==> src/irq_ctrl_pkg.sv <==
package irq_ctrl_pkg;

  // ----------------------------------------------------------------
  // special function register offsets
  // ----------------------------------------------------------------
  localparam logic [7:0] TIMER_AND_EXT_INT_CONTROL_ADDR = 8'h88;
  localparam logic [7:0] INT_ENABLE_2_ADDR = 8'h9A;
  localparam logic [7:0] INT_ENABLE_0_ADDR = 8'hA8;
  localparam logic [7:0] INT_ENABLE_1_ADDR = 8'hB8;
  localparam logic [7:0] EXT_INT_REQUEST_FLAGS_ADDR = 8'hC0;
  localparam logic [7:0] POL_ADDR = 8'hC8;
  localparam logic [7:0] SFLAG_A_ADDR = 8'hE8;
  localparam logic [7:0] SFLAG_B_ADDR = 8'hF8;

  // ----------------------------------------------------------------
  // extended memory offsets
  // ----------------------------------------------------------------
  localparam logic [15:0] SEN_A_ADDR = 16'h2700;
  localparam logic [15:0] SEN_B_ADDR = 16'h2701;

  // ----------------------------------------------------------------
  // field positions
  // ----------------------------------------------------------------
  localparam int GLOBAL_EN_BIT = 7;
  localparam int WDT_BIT = 6;
  localparam int SERIAL0_EN_BIT = 4;
  localparam int TIMER1_EN_BIT = 3;
  localparam int EXT1_EN_BIT = 2;
  localparam int TIMER0_EN_BIT = 1;
  localparam int EXT0_EN_BIT = 0;
  localparam int SERIAL1_EN_BIT = 0;
  localparam int EXT2_BIT = 1;
  localparam int EXT6_BIT = 5;
  localparam int TF1_BIT = 7;
  localparam int TR1_BIT = 6;
  localparam int TF0_BIT = 5;
  localparam int TR0_BIT = 4;
  localparam int IE1_BIT = 3;
  localparam int IT1_BIT = 2;
  localparam int IE0_BIT = 1;
  localparam int IT0_BIT = 0;
  localparam int POL3_BIT = 6;
  localparam int POL2_BIT = 5;
  // secondary flag and enable byte a share positions
  localparam int XFER_BIT = 0;
  localparam int SEC_BIT = 1;
  localparam int MIN_BIT = 2;
  localparam int TEMP_BIT = 4;
  localparam int YPULSE_BIT = 5;
  localparam int XPULSE_BIT = 6;
  localparam int EEX_BIT = 7;
  // byte b: spi flag and enable share bit 7; w and v flags and enables sit at different positions
  localparam int SPI_BIT = 7;
  localparam int WFLAG_BIT = 4;
  localparam int VFLAG_BIT = 3;
  localparam int WEN_BIT = 6;
  localparam int VEN_BIT = 5;
  localparam logic [7:0] SFLAG_A_MASK = 8'hF7;
  localparam logic [7:0] SFLAG_B_MASK = 8'h98;

  // ----------------------------------------------------------------
  // reset values
  // ----------------------------------------------------------------
  localparam logic [7:0] BYTE_RESET = 8'h00;

  // ----------------------------------------------------------------
  // request vector order handed to the core
  // ----------------------------------------------------------------
  typedef enum logic [3:0] {
    SRC_EXT0, SRC_TIMER0, SRC_EXT1, SRC_TIMER1, SRC_SERIAL0, SRC_SERIAL1,
    SRC_EXT2, SRC_EXT3, SRC_EXT4, SRC_EXT5, SRC_EXT6
  } irq_src_t;
  localparam int IRQ_W = 11;

endpackage

==> src/sec_flag_if.sv <==
`timescale 1ns/100ps
`default_nettype none
interface sec_flag_if;
  logic [7:0] set_a;
  logic [7:0] set_b;
  logic wr_a;
  logic wr_b;
  logic [7:0] wdata;
  logic [7:0] flags_a;
  logic [7:0] flags_b;
  modport bank (input set_a, set_b, wr_a, wr_b, wdata, output flags_a, flags_b);
  modport ctrl (output set_a, set_b, wr_a, wr_b, wdata, input flags_a, flags_b);
endinterface
`default_nettype wire

==> src/irq_edge_detect.sv <==
`timescale 1ns/100ps
`default_nettype none
module irq_edge_detect #(
  parameter int W = 8
) (
  input wire logic clk_sys,
  input wire logic arst_n,
  input wire logic [W-1:0] sig,
  output logic [W-1:0] rise,
  output logic [W-1:0] fall
);
  logic [W-1:0] prev_reg;

  always_ff @(posedge clk_sys or negedge arst_n) begin
    if (!arst_n) begin
      prev_reg <= '0;
    end else begin
      prev_reg <= sig;
    end
  end

  for (genvar i = 0; i < W; i++) begin : g_edge
    assign rise[i] = sig[i] & ~prev_reg[i];
    assign fall[i] = ~sig[i] & prev_reg[i];
  end
endmodule // irq_edge_detect
`default_nettype wire

==> src/sec_flag_bank.sv <==
`timescale 1ns/100ps
`default_nettype none
module sec_flag_bank (
  input wire logic clk_sys,
  input wire logic arst_n,
  sec_flag_if.bank sf
);
  // ----------------------------------------------------------------
  // sticky flags, cleared only by a written zero
  // ----------------------------------------------------------------
  // a written one keeps the flag, so a byte mask clears just one bit;
  // an event in the clearing cycle wins over the clear
  logic [7:0] flags_a_reg;
  logic [7:0] flags_b_reg;

  always_ff @(posedge clk_sys or negedge arst_n) begin
    if (!arst_n) begin
      flags_a_reg <= irq_ctrl_pkg::BYTE_RESET;
    end else begin
      flags_a_reg <= ((sf.wr_a ? (flags_a_reg & sf.wdata) : flags_a_reg) | sf.set_a)
                     & irq_ctrl_pkg::SFLAG_A_MASK;
    end
  end

  always_ff @(posedge clk_sys or negedge arst_n) begin
    if (!arst_n) begin
      flags_b_reg <= irq_ctrl_pkg::BYTE_RESET;
    end else begin
      flags_b_reg <= ((sf.wr_b ? (flags_b_reg & sf.wdata) : flags_b_reg) | sf.set_b)
                     & irq_ctrl_pkg::SFLAG_B_MASK;
    end
  end

  assign sf.flags_a = flags_a_reg;
  assign sf.flags_b = flags_b_reg;
endmodule // sec_flag_bank
`default_nettype wire

==> src/irq_request_ctrl.sv <==
// How it works
// - global enable low blocks every request to the core
// - enable byte 0 gates serial0, timer1, ext1, timer0, ext0; bit 5 unused
// - enable byte 1 bits 1..5 gate external interrupts 2..6
// - enable byte 2 bit 0 gates serial channel 1
// - ext0/ext1 type bit: 0 low level, 1 falling edge
// - control byte holds timer and ext0/ext1 flags at bits 7,5,3,1
// - polarity bits 6 and 5 pick edge for ext3 and ext2
// - request byte shows pending ext2..6 at bits 1..5 until cleared
// - timer flags cleared by per-timer service acknowledge pulses
// - ext2 engine pulses, ext3 engine busy, ext4 supply state change
// - ext5 eeprom and spi, ext6 transfer and clock events
// - falling-edge sources of ext5/ext6 taken by fall detection on the raw, uninverted line
// - ext0..ext6 flags cleared when the core vectors to them
// - secondary flags cleared by writing zero, ones ignored
// - each secondary event has its own enable and flag
// - secondary enables in two extended bytes at fixed positions
// - secondary flags in two register bytes at fixed positions
// - ext0/ext1 taken from selectable digital pins
// - flags other than ext2, ext5, ext6 set whether or not the source is enabled
// - enabled pending request held to the core until vectored
`timescale 1ns/100ps
`default_nettype none
module irq_request_ctrl #(
  parameter int DIO_W = 16,
  parameter int SEL_W = 4
) (
  input wire logic clk_sys,
  input wire logic arst_n,
  input wire logic [7:0] sfr_addr,
  input wire logic sfr_wr,
  input wire logic sfr_rd,
  input wire logic [7:0] sfr_wdata,
  output logic [7:0] sfr_rdata,
  input wire logic [15:0] xram_addr,
  input wire logic xram_wr,
  input wire logic xram_rd,
  input wire logic [7:0] xram_wdata,
  output logic [7:0] xram_rdata,
  input wire logic [DIO_W-1:0] dio_in,
  input wire logic [SEL_W-1:0] ext0_pin_sel,
  input wire logic [SEL_W-1:0] ext1_pin_sel,
  input wire logic timer0_overflow,
  input wire logic timer1_overflow,
  input wire logic timer0_service_ack,
  input wire logic timer1_service_ack,
  input wire logic serial0_request,
  input wire logic serial1_request,
  input wire logic [6:0] ext_vector_ack,
  input wire logic engine_x_pulse,
  input wire logic engine_y_pulse,
  input wire logic engine_w_pulse,
  input wire logic engine_v_pulse,
  input wire logic engine_busy,
  input wire logic [2:0] supply_state_field,
  input wire logic eeprom_busy,
  input wire logic spi_event,
  input wire logic transfer_busy_event,
  input wire logic clock_second_event,
  input wire logic clock_minute_event,
  input wire logic clock_temp_event,
  output logic [irq_ctrl_pkg::IRQ_W-1:0] irq_req
);
  // ----------------------------------------------------------------
  // register state
  // ----------------------------------------------------------------
  logic [7:0] int_enable_0_reg;
  logic int_enable_2_reg;
  logic [6:2] int_enable_1_reg;
  logic [1:0] type_sel_reg;
  logic [1:0] run_reg;
  logic [1:0] polarity_reg;
  logic timer0_overflow_flag;
  logic timer1_overflow_flag;
  logic ext0_pending;
  logic ext1_pending;
  logic [6:2] ext_pending_reg;
  logic [7:0] sen_a_reg;
  logic [7:0] sen_b_reg;
  logic [irq_ctrl_pkg::IRQ_W-1:0] irq_req_reg;
  logic [7:0] sfr_rdata_reg;
  logic [7:0] xram_rdata_reg;
  logic [2:0] supply_prev_reg;

  logic wr_timer_and_ext_int_control;
  logic wr_ext_int_request_flags;
  logic ext0_pin;
  logic ext1_pin;
  logic [12:0] ev;
  logic [12:0] ev_rise;
  logic [12:0] ev_fall;
  logic [2:0] line;
  logic [2:0] line_rise;
  logic [2:0] line_fall;
  logic supply_change;
  logic global_int_enable;

  sec_flag_if sf ();

  sec_flag_bank u_bank (
    .clk_sys(clk_sys),
    .arst_n(arst_n),
    .sf(sf.bank)
  );

  assign wr_timer_and_ext_int_control = sfr_wr && (sfr_addr == irq_ctrl_pkg::TIMER_AND_EXT_INT_CONTROL_ADDR);
  assign wr_ext_int_request_flags = sfr_wr && (sfr_addr == irq_ctrl_pkg::EXT_INT_REQUEST_FLAGS_ADDR);
  assign sf.wr_a = sfr_wr && (sfr_addr == irq_ctrl_pkg::SFLAG_A_ADDR);
  assign sf.wr_b = sfr_wr && (sfr_addr == irq_ctrl_pkg::SFLAG_B_ADDR);
  assign sf.wdata = sfr_wdata;
  assign global_int_enable = int_enable_0_reg[irq_ctrl_pkg::GLOBAL_EN_BIT];

  // ----------------------------------------------------------------
  // source conditioning
  // ----------------------------------------------------------------
  // the pin map is a plain selector; out-of-range selects read high (idle)
  function automatic logic pick_pin(input logic [DIO_W-1:0] pins,
                                    input logic [SEL_W-1:0] sel);
    pick_pin = (int'(sel) < DIO_W) ? pins[sel] : 1'b1;
  endfunction

  assign ext0_pin = pick_pin(dio_in, ext0_pin_sel);
  assign ext1_pin = pick_pin(dio_in, ext1_pin_sel);

  // busy lines end with a falling edge: it is taken by fall detection on the raw line,
  // whose previous sample resets low, so an idle-low busy line flags nothing after reset
  assign ev = {ext1_pin, ext0_pin, engine_v_pulse, engine_w_pulse, engine_x_pulse,
               engine_y_pulse, clock_temp_event, clock_minute_event,
               clock_second_event, spi_event, eeprom_busy, transfer_busy_event,
               engine_busy};

  irq_edge_detect #(.W(13)) u_ev_edge (
    .clk_sys(clk_sys),
    .arst_n(arst_n),
    .sig(ev),
    .rise(ev_rise),
    .fall(ev_fall)
  );

  always_ff @(posedge clk_sys or negedge arst_n) begin
    if (!arst_n) begin
      supply_prev_reg <= 3'h0;
    end else begin
      supply_prev_reg <= supply_state_field;
    end
  end

  // the first sample after reset compares against zero on purpose
  assign supply_change = (supply_state_field != supply_prev_reg);

  // ----------------------------------------------------------------
  // secondary event flags
  // ----------------------------------------------------------------
  always_comb begin
    sf.set_a = 8'h00;
    sf.set_a[irq_ctrl_pkg::XFER_BIT] = ev_fall[1];
    sf.set_a[irq_ctrl_pkg::EEX_BIT] = ev_fall[2];
    sf.set_a[irq_ctrl_pkg::SEC_BIT] = ev_rise[4];
    sf.set_a[irq_ctrl_pkg::MIN_BIT] = ev_rise[5];
    sf.set_a[irq_ctrl_pkg::TEMP_BIT] = ev_rise[6];
    sf.set_a[irq_ctrl_pkg::YPULSE_BIT] = ev_rise[7];
    sf.set_a[irq_ctrl_pkg::XPULSE_BIT] = ev_rise[8];
  end

  always_comb begin
    sf.set_b = 8'h00;
    sf.set_b[irq_ctrl_pkg::SPI_BIT] = ev_rise[3];
    sf.set_b[irq_ctrl_pkg::WFLAG_BIT] = ev_rise[9];
    sf.set_b[irq_ctrl_pkg::VFLAG_BIT] = ev_rise[10];
  end

  // combined lines: 0 ext2 engine pulses, 1 ext5, 2 ext6
  assign line[0] = (sf.flags_a[irq_ctrl_pkg::XPULSE_BIT] & sen_a_reg[irq_ctrl_pkg::XPULSE_BIT])
                 | (sf.flags_a[irq_ctrl_pkg::YPULSE_BIT] & sen_a_reg[irq_ctrl_pkg::YPULSE_BIT])
                 | (sf.flags_b[irq_ctrl_pkg::WFLAG_BIT] & sen_b_reg[irq_ctrl_pkg::WEN_BIT])
                 | (sf.flags_b[irq_ctrl_pkg::VFLAG_BIT] & sen_b_reg[irq_ctrl_pkg::VEN_BIT]);
  assign line[1] = (sf.flags_a[irq_ctrl_pkg::EEX_BIT] & sen_a_reg[irq_ctrl_pkg::EEX_BIT])
                 | (sf.flags_b[irq_ctrl_pkg::SPI_BIT] & sen_b_reg[irq_ctrl_pkg::SPI_BIT]);
  assign line[2] = (sf.flags_a[irq_ctrl_pkg::XFER_BIT] & sen_a_reg[irq_ctrl_pkg::XFER_BIT])
                 | (sf.flags_a[irq_ctrl_pkg::SEC_BIT] & sen_a_reg[irq_ctrl_pkg::SEC_BIT])
                 | (sf.flags_a[irq_ctrl_pkg::MIN_BIT] & sen_a_reg[irq_ctrl_pkg::MIN_BIT])
                 | (sf.flags_a[irq_ctrl_pkg::TEMP_BIT] & sen_a_reg[irq_ctrl_pkg::TEMP_BIT]);

  irq_edge_detect #(.W(3)) u_line_edge (
    .clk_sys(clk_sys),
    .arst_n(arst_n),
    .sig(line),
    .rise(line_rise),
    .fall(line_fall)
  );

  // ----------------------------------------------------------------
  // enable and control registers
  // ----------------------------------------------------------------
  always_ff @(posedge clk_sys or negedge arst_n) begin
    if (!arst_n) begin
      int_enable_0_reg <= irq_ctrl_pkg::BYTE_RESET;
    end else if (sfr_wr && sfr_addr == irq_ctrl_pkg::INT_ENABLE_0_ADDR) begin
      int_enable_0_reg <= sfr_wdata & 8'hDF;
    end
  end

  always_ff @(posedge clk_sys or negedge arst_n) begin
    if (!arst_n) begin
      int_enable_1_reg <= 5'h00;
    end else if (sfr_wr && sfr_addr == irq_ctrl_pkg::INT_ENABLE_1_ADDR) begin
      int_enable_1_reg <= sfr_wdata[irq_ctrl_pkg::EXT6_BIT:irq_ctrl_pkg::EXT2_BIT];
    end
  end

  always_ff @(posedge clk_sys or negedge arst_n) begin
    if (!arst_n) begin
      int_enable_2_reg <= 1'b0;
    end else if (sfr_wr && sfr_addr == irq_ctrl_pkg::INT_ENABLE_2_ADDR) begin
      int_enable_2_reg <= sfr_wdata[irq_ctrl_pkg::SERIAL1_EN_BIT];
    end
  end

  always_ff @(posedge clk_sys or negedge arst_n) begin
    if (!arst_n) begin
      type_sel_reg <= 2'h0;
      run_reg <= 2'h0;
    end else if (wr_timer_and_ext_int_control) begin
      type_sel_reg <= {sfr_wdata[irq_ctrl_pkg::IT1_BIT], sfr_wdata[irq_ctrl_pkg::IT0_BIT]};
      run_reg <= {sfr_wdata[irq_ctrl_pkg::TR1_BIT], sfr_wdata[irq_ctrl_pkg::TR0_BIT]};
    end
  end

  // software is expected to leave both polarity bits at zero
  always_ff @(posedge clk_sys or negedge arst_n) begin
    if (!arst_n) begin
      polarity_reg <= 2'h0;
    end else if (sfr_wr && sfr_addr == irq_ctrl_pkg::POL_ADDR) begin
      polarity_reg <= {sfr_wdata[irq_ctrl_pkg::POL3_BIT], sfr_wdata[irq_ctrl_pkg::POL2_BIT]};
    end
  end

  always_ff @(posedge clk_sys or negedge arst_n) begin
    if (!arst_n) begin
      sen_a_reg <= irq_ctrl_pkg::BYTE_RESET;
      sen_b_reg <= irq_ctrl_pkg::BYTE_RESET;
    end else if (xram_wr) begin
      if (xram_addr == irq_ctrl_pkg::SEN_A_ADDR) begin
        sen_a_reg <= sfr_wdata_mask_a(xram_wdata);
      end
      if (xram_addr == irq_ctrl_pkg::SEN_B_ADDR) begin
        sen_b_reg <= xram_wdata & 8'hE0;
      end
    end
  end

  function automatic logic [7:0] sfr_wdata_mask_a(input logic [7:0] d);
    sfr_wdata_mask_a = d & irq_ctrl_pkg::SFLAG_A_MASK;
  endfunction

  // ----------------------------------------------------------------
  // request flags
  // ----------------------------------------------------------------
  // every flag: hardware set wins over any clear in the same cycle; all but
  // ext2, ext5 and ext6 set regardless of enables
  always_ff @(posedge clk_sys or negedge arst_n) begin
    if (!arst_n) begin
      timer0_overflow_flag <= 1'b0;
      timer1_overflow_flag <= 1'b0;
    end else begin
      timer0_overflow_flag <= timer0_overflow | (~timer0_service_ack &
        (wr_timer_and_ext_int_control ? sfr_wdata[irq_ctrl_pkg::TF0_BIT] : timer0_overflow_flag));
      timer1_overflow_flag <= timer1_overflow | (~timer1_service_ack &
        (wr_timer_and_ext_int_control ? sfr_wdata[irq_ctrl_pkg::TF1_BIT] : timer1_overflow_flag));
    end
  end

  // level mode keeps setting the flag while the pin is low
  always_ff @(posedge clk_sys or negedge arst_n) begin
    if (!arst_n) begin
      ext0_pending <= 1'b0;
      ext1_pending <= 1'b0;
    end else begin
      ext0_pending <= (type_sel_reg[0] ? ev_fall[11] : ~ext0_pin)
        | (~ext_vector_ack[0] &
           (wr_timer_and_ext_int_control ? sfr_wdata[irq_ctrl_pkg::IE0_BIT] : ext0_pending));
      ext1_pending <= (type_sel_reg[1] ? ev_fall[12] : ~ext1_pin)
        | (~ext_vector_ack[1] &
           (wr_timer_and_ext_int_control ? sfr_wdata[irq_ctrl_pkg::IE1_BIT] : ext1_pending));
    end
  end

  logic [6:2] ext_set;
  assign ext_set[2] = polarity_reg[0] ? line_rise[0] : line_fall[0];
  assign ext_set[3] = polarity_reg[1] ? ev_rise[0] : ev_fall[0];
  assign ext_set[4] = supply_change;
  assign ext_set[5] = line_rise[1];
  assign ext_set[6] = line_rise[2];

  always_ff @(posedge clk_sys or negedge arst_n) begin
    if (!arst_n) begin
      ext_pending_reg <= 5'h00;
    end else begin
      ext_pending_reg <= ext_set | (~ext_vector_ack[6:2] &
        (wr_ext_int_request_flags ? sfr_wdata[irq_ctrl_pkg::EXT6_BIT:irq_ctrl_pkg::EXT2_BIT]
                  : ext_pending_reg));
    end
  end

  // ----------------------------------------------------------------
  // requests to the core
  // ----------------------------------------------------------------
  // priority and in-service blocking live in the core; a request stays
  // up until its flag is cleared by vectoring
  always_ff @(posedge clk_sys or negedge arst_n) begin
    if (!arst_n) begin
      irq_req_reg <= '0;
    end else begin
      irq_req_reg[irq_ctrl_pkg::SRC_EXT0] <= ext0_pending & int_enable_0_reg[irq_ctrl_pkg::EXT0_EN_BIT];
      irq_req_reg[irq_ctrl_pkg::SRC_TIMER0] <= timer0_overflow_flag
        & int_enable_0_reg[irq_ctrl_pkg::TIMER0_EN_BIT];
      irq_req_reg[irq_ctrl_pkg::SRC_EXT1] <= ext1_pending & int_enable_0_reg[irq_ctrl_pkg::EXT1_EN_BIT];
      irq_req_reg[irq_ctrl_pkg::SRC_TIMER1] <= timer1_overflow_flag
        & int_enable_0_reg[irq_ctrl_pkg::TIMER1_EN_BIT];
      irq_req_reg[irq_ctrl_pkg::SRC_SERIAL0] <= serial0_request
        & int_enable_0_reg[irq_ctrl_pkg::SERIAL0_EN_BIT];
      irq_req_reg[irq_ctrl_pkg::SRC_SERIAL1] <= serial1_request & int_enable_2_reg;
      irq_req_reg[irq_ctrl_pkg::SRC_EXT6:irq_ctrl_pkg::SRC_EXT2] <= ext_pending_reg & int_enable_1_reg;
      if (!global_int_enable) begin
        irq_req_reg <= '0;
      end
    end
  end

  assign irq_req = irq_req_reg;

  // ----------------------------------------------------------------
  // register read back
  // ----------------------------------------------------------------
  function automatic logic [7:0] sfr_read(input logic [7:0] a);
    case (a)
      irq_ctrl_pkg::TIMER_AND_EXT_INT_CONTROL_ADDR: sfr_read = {timer1_overflow_flag, run_reg[1],
                                           timer0_overflow_flag, run_reg[0], ext1_pending,
                                           type_sel_reg[1], ext0_pending, type_sel_reg[0]};
      irq_ctrl_pkg::INT_ENABLE_0_ADDR: sfr_read = int_enable_0_reg;
      irq_ctrl_pkg::INT_ENABLE_1_ADDR: sfr_read = {2'b00, int_enable_1_reg, 1'b0};
      irq_ctrl_pkg::INT_ENABLE_2_ADDR: sfr_read = {7'h00, int_enable_2_reg};
      irq_ctrl_pkg::EXT_INT_REQUEST_FLAGS_ADDR: sfr_read = {2'b00, ext_pending_reg, 1'b0};
      irq_ctrl_pkg::POL_ADDR: sfr_read = {1'b0, polarity_reg, 5'h00};
      irq_ctrl_pkg::SFLAG_A_ADDR: sfr_read = sf.flags_a;
      irq_ctrl_pkg::SFLAG_B_ADDR: sfr_read = sf.flags_b;
      default: sfr_read = 8'h00;
    endcase
  endfunction

  always_ff @(posedge clk_sys or negedge arst_n) begin
    if (!arst_n) begin
      sfr_rdata_reg <= irq_ctrl_pkg::BYTE_RESET;
    end else if (sfr_rd) begin
      sfr_rdata_reg <= sfr_read(sfr_addr);
    end
  end

  always_ff @(posedge clk_sys or negedge arst_n) begin
    if (!arst_n) begin
      xram_rdata_reg <= irq_ctrl_pkg::BYTE_RESET;
    end else if (xram_rd) begin
      if (xram_addr == irq_ctrl_pkg::SEN_A_ADDR) begin
        xram_rdata_reg <= sen_a_reg;
      end else if (xram_addr == irq_ctrl_pkg::SEN_B_ADDR) begin
        xram_rdata_reg <= sen_b_reg;
      end else begin
        xram_rdata_reg <= 8'h00;
      end
    end
  end

  assign sfr_rdata = sfr_rdata_reg;
  assign xram_rdata = xram_rdata_reg;
endmodule // irq_request_ctrl
`default_nettype wire

==> config.mk <==
export PLATFORM = sky130hd
export DESIGN_NAME = irq_request_ctrl
export DESIGN_NICKNAME = d
export VERILOG_FILES = /design/src/irq_ctrl_pkg.sv /design/src/sec_flag_if.sv /design/src/irq_edge_detect.sv /design/src/sec_flag_bank.sv /design/src/irq_request_ctrl.sv
export SDC_FILE = /design/constraint.sdc
export NUM_CORES = 1
export LEC_CHECK = 0
export BUFFER_PORTS_ARGS = -buffer_cell sky130_fd_sc_hd__buf_2
export CAP_MARGIN = 20
export CORE_MARGIN = 2
export CORE_UTILIZATION = 40
export DETAILED_ROUTE_END_ITERATION = 6
export PLACE_DENSITY = 0.61
export SYNTH_ARGS = -nofsm -noshare
export SYNTH_HDL_FRONTEND = slang
export SYNTH_HIERARCHICAL = 1
export SYNTH_SLANG_ARGS = --single-unit
==> constraint.sdc <==
create_clock -name clk_sys -period 1.4 [get_ports clk_sys]
set_input_delay 0.14 -clock clk_sys [delete_from_list [all_inputs] [get_ports clk_sys]]
set_output_delay 0.14 -clock clk_sys [all_outputs]
set_load 0.1 [all_outputs]
# After elaboration in Yosys (flattened, before gate mapping)
# Index checks and enable logic that the tools add are counted.
# totals
regBits	94
in_bits	97
# classes
eq_ne	11
n_reduce_logical	10
magnitude_cmp	2
bitwise	79
mux	19
# op_table
operator	count
$eq 8x8->1 const B	8
$pmux 8 s8	1
$and 1x1->1	38
$eq 16x14->1 const B	2
$mux 8	4
$not 1->1	22
$and 8x8->8	2
$or 8x8->8	2
$mux 11	1
$or 1x1->1	11
$and 5x5->5	2
$lt 4x5->1 const B	2
$mux 1	10
$bmux 1 s4	2
$logic_and 1x1->1	8
$mux 5	1
$not 5->5	1
$or 5x5->5	1
$reduce_and 2->1	2
$ne 3x3->1	1

# Depth between registers and ports, before layout
# Gate-level depths: netlist (run 1).
# depth
ltp_word	8
mapped_depth	7

# Hierarchy
# The synthesis (run 1) kept the hierarchy.
# modules_own_cells
mod	cells_per_inst	area_each_um2	instances	seq_area_each_um2
irq_request_ctrl	277	3403.3	1	1676.6
irq_edge_detect (u_ev_edge)	39	553.0	1	325.3
sec_flag_bank	37	436.7	1	250.2
irq_edge_detect (u_line_edge)	9	112.6	1	75.1

# Worst setup path before layout (run 1)
# No wires, ideal clock.
# synth_path
path_kind	input -> register
from	input port sfr_addr[1]
to	register u_bank.flags_b_reg[3] (netlist: u_bank/sf.flags_b[3])
path_buffers	2
arrival_ns	1.387
path_slack_ns	-0.105
path_stages	7
cell_sequence	clkbuf_1 -> nor3b_1 -> and3_1 -> buf_2 -> and2_1 -> nand2b_1 -> a21o_1
# synth_between
elab_chain_cells	4
# synth_lines
item	line	source
start: declaration	irq_request_ctrl.sv:30	input wire logic [7:0] sfr_addr,
$eq 8x8->1	irq_request_ctrl.sv:109	assign sf.wr_b = sfr_wr && (sfr_addr == irq_ctrl_pkg::SFLAG_B_ADDR);
$logic_and 1x1->1	irq_request_ctrl.sv:109	
net sf.wr_b	sec_flag_if.sv:7	logic wr_b;
$mux 8	sec_flag_bank.sv:29	flags_b_reg <= ((sf.wr_b ? (flags_b_reg & sf.wdata) : flags_b_reg) | sf.set_b)
$or 8x8->8	sec_flag_bank.sv:29	
end signal: assignment	sec_flag_bank.sv:27	flags_b_reg <= irq_ctrl_pkg::BYTE_RESET;
end signal: assignment	sec_flag_bank.sv:29	
end: declaration	sec_flag_bank.sv:14	logic [7:0] flags_b_reg;
# The timed path passes the listed nets, and every way through them passes these cells.
# A chain may end at the register's enable or synchronous reset.

# Worst setup path in the final report (run 1)
# layout_path
from	register sfr_rdata_reg[3] (netlist: sfr_rdata[3])
to	output port sfr_rdata[3]
# layout_lines
item	line	source
start: declaration	irq_request_ctrl.sv:81	logic [7:0] sfr_rdata_reg;
start signal: assignment	irq_request_ctrl.sv:353	sfr_rdata_reg <= irq_ctrl_pkg::BYTE_RESET;
start signal: assignment	irq_request_ctrl.sv:355	sfr_rdata_reg <= sfr_read(sfr_addr);
end: declaration	irq_request_ctrl.sv:34	output logic [7:0] sfr_rdata,
# No word-level cell between the ends.

==> summary.md, run 1 <==
| Metric | Value |
|---|---|
| Clock-pin slew on the worst setup and hold paths | `80 ps` |
| Total negative slack | `0 ps` |
| Total Routed Length | `11.13 mm` |
| Fin crit period | `1333 ps` |
| Post-synthesis cell count | `348` |
| Reg2reg setup slack | `120 ps` |
| Comb power frac | `11.6%` |
| Nature of the critical path startpoint | `register` |
| Vias | `3519` |
| P&R area growth vs syn | `36.73%` |
| # clock sinks | `93` |
| Leading cell types in the layout, fill and taps excluded | `buf_2 (120), dfrtp_1 (93), buf_4 (41), mux2_2 (31), dlygate4sd3_1 (31)` |
| Initial antenna violation count | `0` |
| Highest Clock Rate | `750.4 MHz` |
| Arrival time of the worst setup path | `1190 ps` |
| Die Ht | `108.7 um` |
| 1st-iter DRT viols | `114` |
| Skew final | `8.276 ps` |
| FP Rows | `38` |
| Period utilization | `95.18%` |
| # DRC | `0` |
| Yosys warns | `6` |
| Max FFs per register | `13` |
| Final hold vios | `0` |
| Antenna Nets Post-Route | `0` |
| Vias in the first global route | `3516` |
| Crit path max-delay family | `buffers and inverters` |
| Max VDD drop | `479.4 uV` |
| Critical path, cell by cell | `buf_2` |
| Nets | `638` |
| Most common cell after layout, fill and taps aside | `buf_2` |
| Gr ovfl total | `0` |
| Skew-Pair Late Insertion Delay | `380 ps` |
| Max-slew violations | `0` |
| CP Max Fanout | `2` |
| CTS HTree Levels | `3` |
| Initial DRT Pass Iterations | `5` |
| Switching share of power | `22.63%` |
| GP Congestion | `0.9091` |
| Sw power | `0.001255 W` |
| Core Area | `10790 sq um` |
| Share of cells above drive strength 1 | `43.67%` |
| Avg Synthesized Cell Area | `12.61 sq um` |
| Reg2reg start | `u_bank/sf.flags_a[0]$_DFF_PN0_` |
| Final setup fails | `0` |
| Clock power share | `37.8%` |
| TritonCTS clock tree | `built` |
| Diodes inserted | `0` |
| Die Width | `108.7 um` |
| Worst EP required | `1260 ps` |
| GRT Util Overall | `19.63%` |
| Int Power | `0.004290 W` |
| First-pass GRT wire length | `17.46 mm` |
| Pin count of the biggest net entering global routing | `36` |
| Longest Clk Path Bufs | `2` |
| CP bufs+invs | `1` |
| CTS root buf | `clkbuf_8` |
| I/O Buffers | `121` |
| Type of the most critical hold path | `input pin to register` |
| Hold wc startpoint | `xram_wdata[6]` |
| TritonCTS Buffers | `9` |
| Max Cap Violations | `0` |
| Pwr/cell area | `924.2 nW/um^2` |
| Synth Cell Area | `4388 sq um` |
| Status | `complete, no violations` |
| Initial Util | `40.66%` |
| CP Capture Type | `output pin` |
| Worst stage delay on the critical path | `440 ps` |
| DP HPWL | `8.653 mm` |
| CP max stage cell | `buf_2` |
| Average vias per placed instance | `5.137` |
| Sequential share of power | `50.6%` |
| CP Launch Point | `sfr_rdata[3]$_DFFE_PN0P_` |
| Setup bufs post-CTS | `0` |
| I/O pin cnt | `124` |
| Static Leak | `2.980 nW` |
| Setup CP Type | `register to output pin` |
| DIE AREA | `11820 sq um` |
| Final Util | `55.59%` |
| Wirelength per Cell | `16.25 um` |
| RSZ-0062 raised after global routing | `false` |
==> cell type report <==
class                   count  area, sq um
clock buffers              11        131.4
multi-input cells         233         1956
clock inverters             4        97.59
inverters                   9        33.78
repair buffers            195         1279
flip-flops and latches     93         2327
well taps                 140        175.2
fillers                   931         4793
==> routing by layer <==
metal / GRT usage, % / vias to the layer above / routed length (um)
li1: - / 1660 / -
met1: 26.18 / 1750 / 5036
met2: 31.43 / 85 / 5395
met3: 3.766 / 24 / 396
met4: 8.242 / 0 / 304
met5: 0 / - / 0
==> power groups by stage <==
stage	clock network, W	registers [W]	logic, W
final	0.00210	0.00280	0.000643
after global routing	0.00225	0.00281	0.000706
after CTS	0.00214	0.00280	0.000649
after floorplan	0	0.00284	0.000255
after global placement	0	0.00285	0.000568
after detailed placement	0	0.00286	0.000582
==> path summary, 6_finish.rpt <==
path,cells after the start,endpoint
worst max register to register,4,sfr_rdata[0]$_DFFE_PN0P_
max in group asynchronous,3,u_ev_edge/prev_reg[1]$_DFF_PN0_
worst min-delay path,2,sen_b_reg[6]$_DFFE_PN0P_
min in group asynchronous,2,xram_rdata[5]$_DFFE_PN0P_
worst min register to register,2,ext_pending_reg[4]$_DFF_PN0_
worst max-delay path,1,sfr_rdata[3]
==> repair_timing <==
| action | in CTS | in global routing |
|---|---|---|
| setup endpoints to repair | 0 | 3 |
| hold buffers | 31 | 0 |
| hold endpoints to repair | 76 | 0 |
| gates resized for setup | 0 | 3 |
==> through the flow <==
| stage | cells | area [sq um] | worst slack (ps) | total power [W] | hold slack (ps) |
|---|---|---|---|---|---|
| after floorplan | 353 | 4414 | -12.44 | 0.003098 | -155.6 |
| after global placement | 639 | 5445 | -229.4 | 0.003422 | 71.90 |
| after detailed placement | 639 | 5445 | -236.3 | 0.003437 | 75.76 |
| after CTS | 685 | 5984 | 38.35 | 0.005594 | 6.319 |
| after global routing | 685 | 6000 | 22.20 | 0.005772 | 13.61 |
| final | 685 | 6000 | 67.43 | 0.005545 | 20.10 |
Note: power is estimated with default switching activity, not from simulation.
==> inputs of run 2 (changes only) <==
CORE_ASPECT_RATIO = 2   (was default)
==> run 2 against run 1 <==
Net effect:
- routed wire length is 7.1% higher
- critical path depth rose by 4
- first-iteration DRC count is 24% higher
- via count decreased by 2.4%
- combinational power decreased by 3%
- non-clock buffer count decreased by 11
- final area shrank 0.46%
- cell count shrank 1.5%
- clock power rose by 23%
- maximum frequency up 1.2%
- power increased by 8.6%
- flip-flop and latch count stayed put
- highest routed layer unchanged
==> summary.md, run 2 (synthesis gave the netlist of run 1 again) <==
| Metric | Value |
|---|---|
| I/O pin cnt | `124 (unchanged)` |
| Max-slew violations | `0 (unchanged)` |
| Total Routed Length | `11.92 mm (+7.1%)` |
| GP Congestion | `0.8610 (-5.3%)` |
| Type of the most critical hold path | `input pin to register` |
| Fin crit period | `1317 ps (-15.81 ps)` |
| TritonCTS Buffers | `9 (unchanged)` |
| Reg2reg start | `int_enable_0_reg[3]$_DFFE_PN0P_` |
| Vias | `3434 (-2.4%)` |
| Most common cell after layout, fill and taps aside | `buf_2` |
| Status | `complete, no violations` |
| DIE AREA | `11870 sq um (+0.43%)` |
| Skew-Pair Late Insertion Delay | `340 ps (-40 ps)` |
| Critical R2R Capture | `sfr_rdata[3]$_DFFE_PN0P_` |
| Reg2reg setup slack | `80 ps (-40 ps)` |
| Die Width | `78.06 um (-28%)` |
| # DRC | `0 (unchanged)` |
| Final hold vios | `0 (unchanged)` |
| Die Ht | `152.1 um (+40%)` |
| Core Area | `10810 sq um (+0.16%)` |
| Max VDD drop | `665.6 uV (+39%)` |
| Nets | `627 (-1.7%)` |
| CP Launch Point | `int_enable_0_reg[3]$_DFFE_PN0P_` |
| PnR worst setup slack | `83.24 ps (+15.81 ps)` |
| Highest Clock Rate | `759.4 MHz (+1.2%)` |
| Pre-CTS setup slack | `-210.9 ps (+25.39 ps)` |
| CTS HTree Levels | `3 (unchanged)` |
| Share of cells above drive strength 1 | `44.11% (+0.44 points)` |
| CTS root buf | `clkbuf_16` |
| Period utilization | `94.05% (-1.1 points)` |
| P&R area growth vs syn | `36.10%` |
| 1st-iter DRT viols | `141 (+24%)` |
| Longest Clk Path Bufs | `2 (unchanged)` |
| CP Max Fanout | `3 (+1)` |
| Max FFs per register | `13 (unchanged)` |
| CP max stage cell | `dfrtp_1` |
| Static Leak | `2.977 nW (about the same)` |
| Nature of the critical path startpoint | `register` |
| First-pass GRT wire length | `19.35 mm (+11%)` |
| Setup CP Type | `register to register` |
| Vias in the first global route | `3788 (+7.7%)` |
| # clock sinks | `93 (unchanged)` |
| Critical path, cell by cell | `mux2i_1, o2bb2ai_1, a22o_1, a221oi_1, o22ai_1` |
| Initial antenna violation count | `0 (unchanged)` |
| Total negative slack | `0 ps (unchanged)` |
| Skew final | `4.406 ps (-3.870 ps)` |
| Worst setup path endpoint | `sfr_rdata[3]$_DFFE_PN0P_` |
| Pwr/cell area | `1008 nW/um^2 (+9.1%)` |
| Antenna Nets Post-Route | `0 (unchanged)` |
| Average vias per placed instance | `5.087 (-0.97%)` |
| FP Rows | `54 (+42%)` |
| I/O Buffers | `121 (unchanged)` |
| Leading cell types in the layout, fill and taps excluded | `buf_2 (120), dfrtp_1 (93), buf_4 (39), mux2_2 (31), dlygate4sd3_1 (22)` |
| Final setup fails | `0 (unchanged)` |
| Pin count of the biggest net entering global routing | `42 (+17%)` |
| RSZ-0062 raised after global routing | `false` |
| Max Cap Violations | `0 (unchanged)` |
| Setup bufs post-CTS | `0 (unchanged)` |
| Arrival time of the worst setup path | `1540 ps (+350 ps)` |
| Diodes inserted | `0 (unchanged)` |
| Gr ovfl total | `0 (unchanged)` |
| Clock-pin slew on the worst setup and hold paths | `70 ps (about the same)` |
| TritonCTS clock tree | `built` |
| Wirelength per Cell | `17.67 um (+8.7%)` |
| Worst reg-to-reg path cell count | `5 (+1)` |
| CP Capture Type | `register` |
| Initial DRT Pass Iterations | `4 (-1)` |
| Worst stage delay on the critical path | `400 ps (-40 ps)` |
| Worst EP required | `1620 ps (+360 ps)` |
| DP HPWL | `9.420 mm (+8.9%)` |
| GRT Util Overall | `21.38% (+1.7 points)` |
| Initial Util | `40.59% (-0.066 points)` |
-- run 2: worst min path at each step --
| stage | start | to | slack [ps] | cells after the start |
|---|---|---|---|---|
| detailed placement | arst_n | u_ev_edge/prev_reg[2]$_DFF_PN0_ | 50 | 1 |
| global placement | arst_n | u_ev_edge/prev_reg[2]$_DFF_PN0_ | 50 | 1 |
| CTS | timer0_overflow | timer0_overflow_flag$_DFF_PN0_ | 2 | 2 |
| global route | timer0_overflow | timer0_overflow_flag$_DFF_PN0_ | 5 | 2 |
| floorplan | arst_n | ext0_pending$_DFF_PN0_ | -160 | 0 |
| finish | timer0_overflow | timer0_overflow_flag$_DFF_PN0_ | 9 | 2 |
-- run 2: timing repair --
item / in CTS / in global routing
hold buffers: 22 / 0
endpoints found under the setup margin: 0 / 1
hold endpoints to repair: 72 / 0
resized for setup: 0 / 1
-- run 2: area by class of cell --
| class | count | area, sq um |
|---|---|---|
| multi-input cells | 233 | 1947 |
| clock inverters | 6 | 86.33 |
| inverters | 9 | 33.78 |
| well taps | 140 | 175.2 |
| flip-flops and latches | 93 | 2327 |
| clock buffers | 10 | 229.0 |
| repair buffers | 184 | 1174 |
| fillers | 1018 | 4838 |
-- run 2: metal layers --
| metal | up-vias | track usage, % | part of all wire (%) |
|---|---|---|---|
| li1 | 1647 | - | - |
| met1 | 1657 | 22.17 | 36 |
| met2 | 102 | 40.35 | 57 |
| met3 | 28 | 3.325 | 3.5 |
| met4 | 0 | 10.61 | 3.4 |
| met5 | - | 0 | 0 |
-- run 2: power by group --
group	switching, W	internal, W
Combinational	0.000289	0.000336
Clock	0.00102	0.00156
Sequential	0.0000528	0.00276
Total	0.00136	0.00466
-- run 2: critical path: cells and delay by family (launching register included) --
| family | cells | cell delay [ps] |
|---|---|---|
| multiplexers | 1 | 210 |
| AO/OA/AOI/OAI | 4 | 580 |
| flip-flops | 1 | 400 |
-- run 2: metrics by stage --
| step | hold slack [ps] | util (%) | power [W] | cell area [sq um] | cells |
|---|---|---|---|---|---|
| after floorplan | -155.6 | - | 0.003098 | 4414 | 353 |
| after global routing | 4.967 | 55.24 | 0.006259 | 5972 | 675 |
| after global placement | 47.22 | 50.23 | 0.003421 | 5430 | 637 |
| after detailed placement | 50.12 | 50.23 | 0.003444 | 5430 | 637 |
| final | 8.721 | 55.24 | 0.006022 | 5972 | 675 |
| after CTS | 1.579 | 55.19 | 0.006091 | 5966 | 675 |
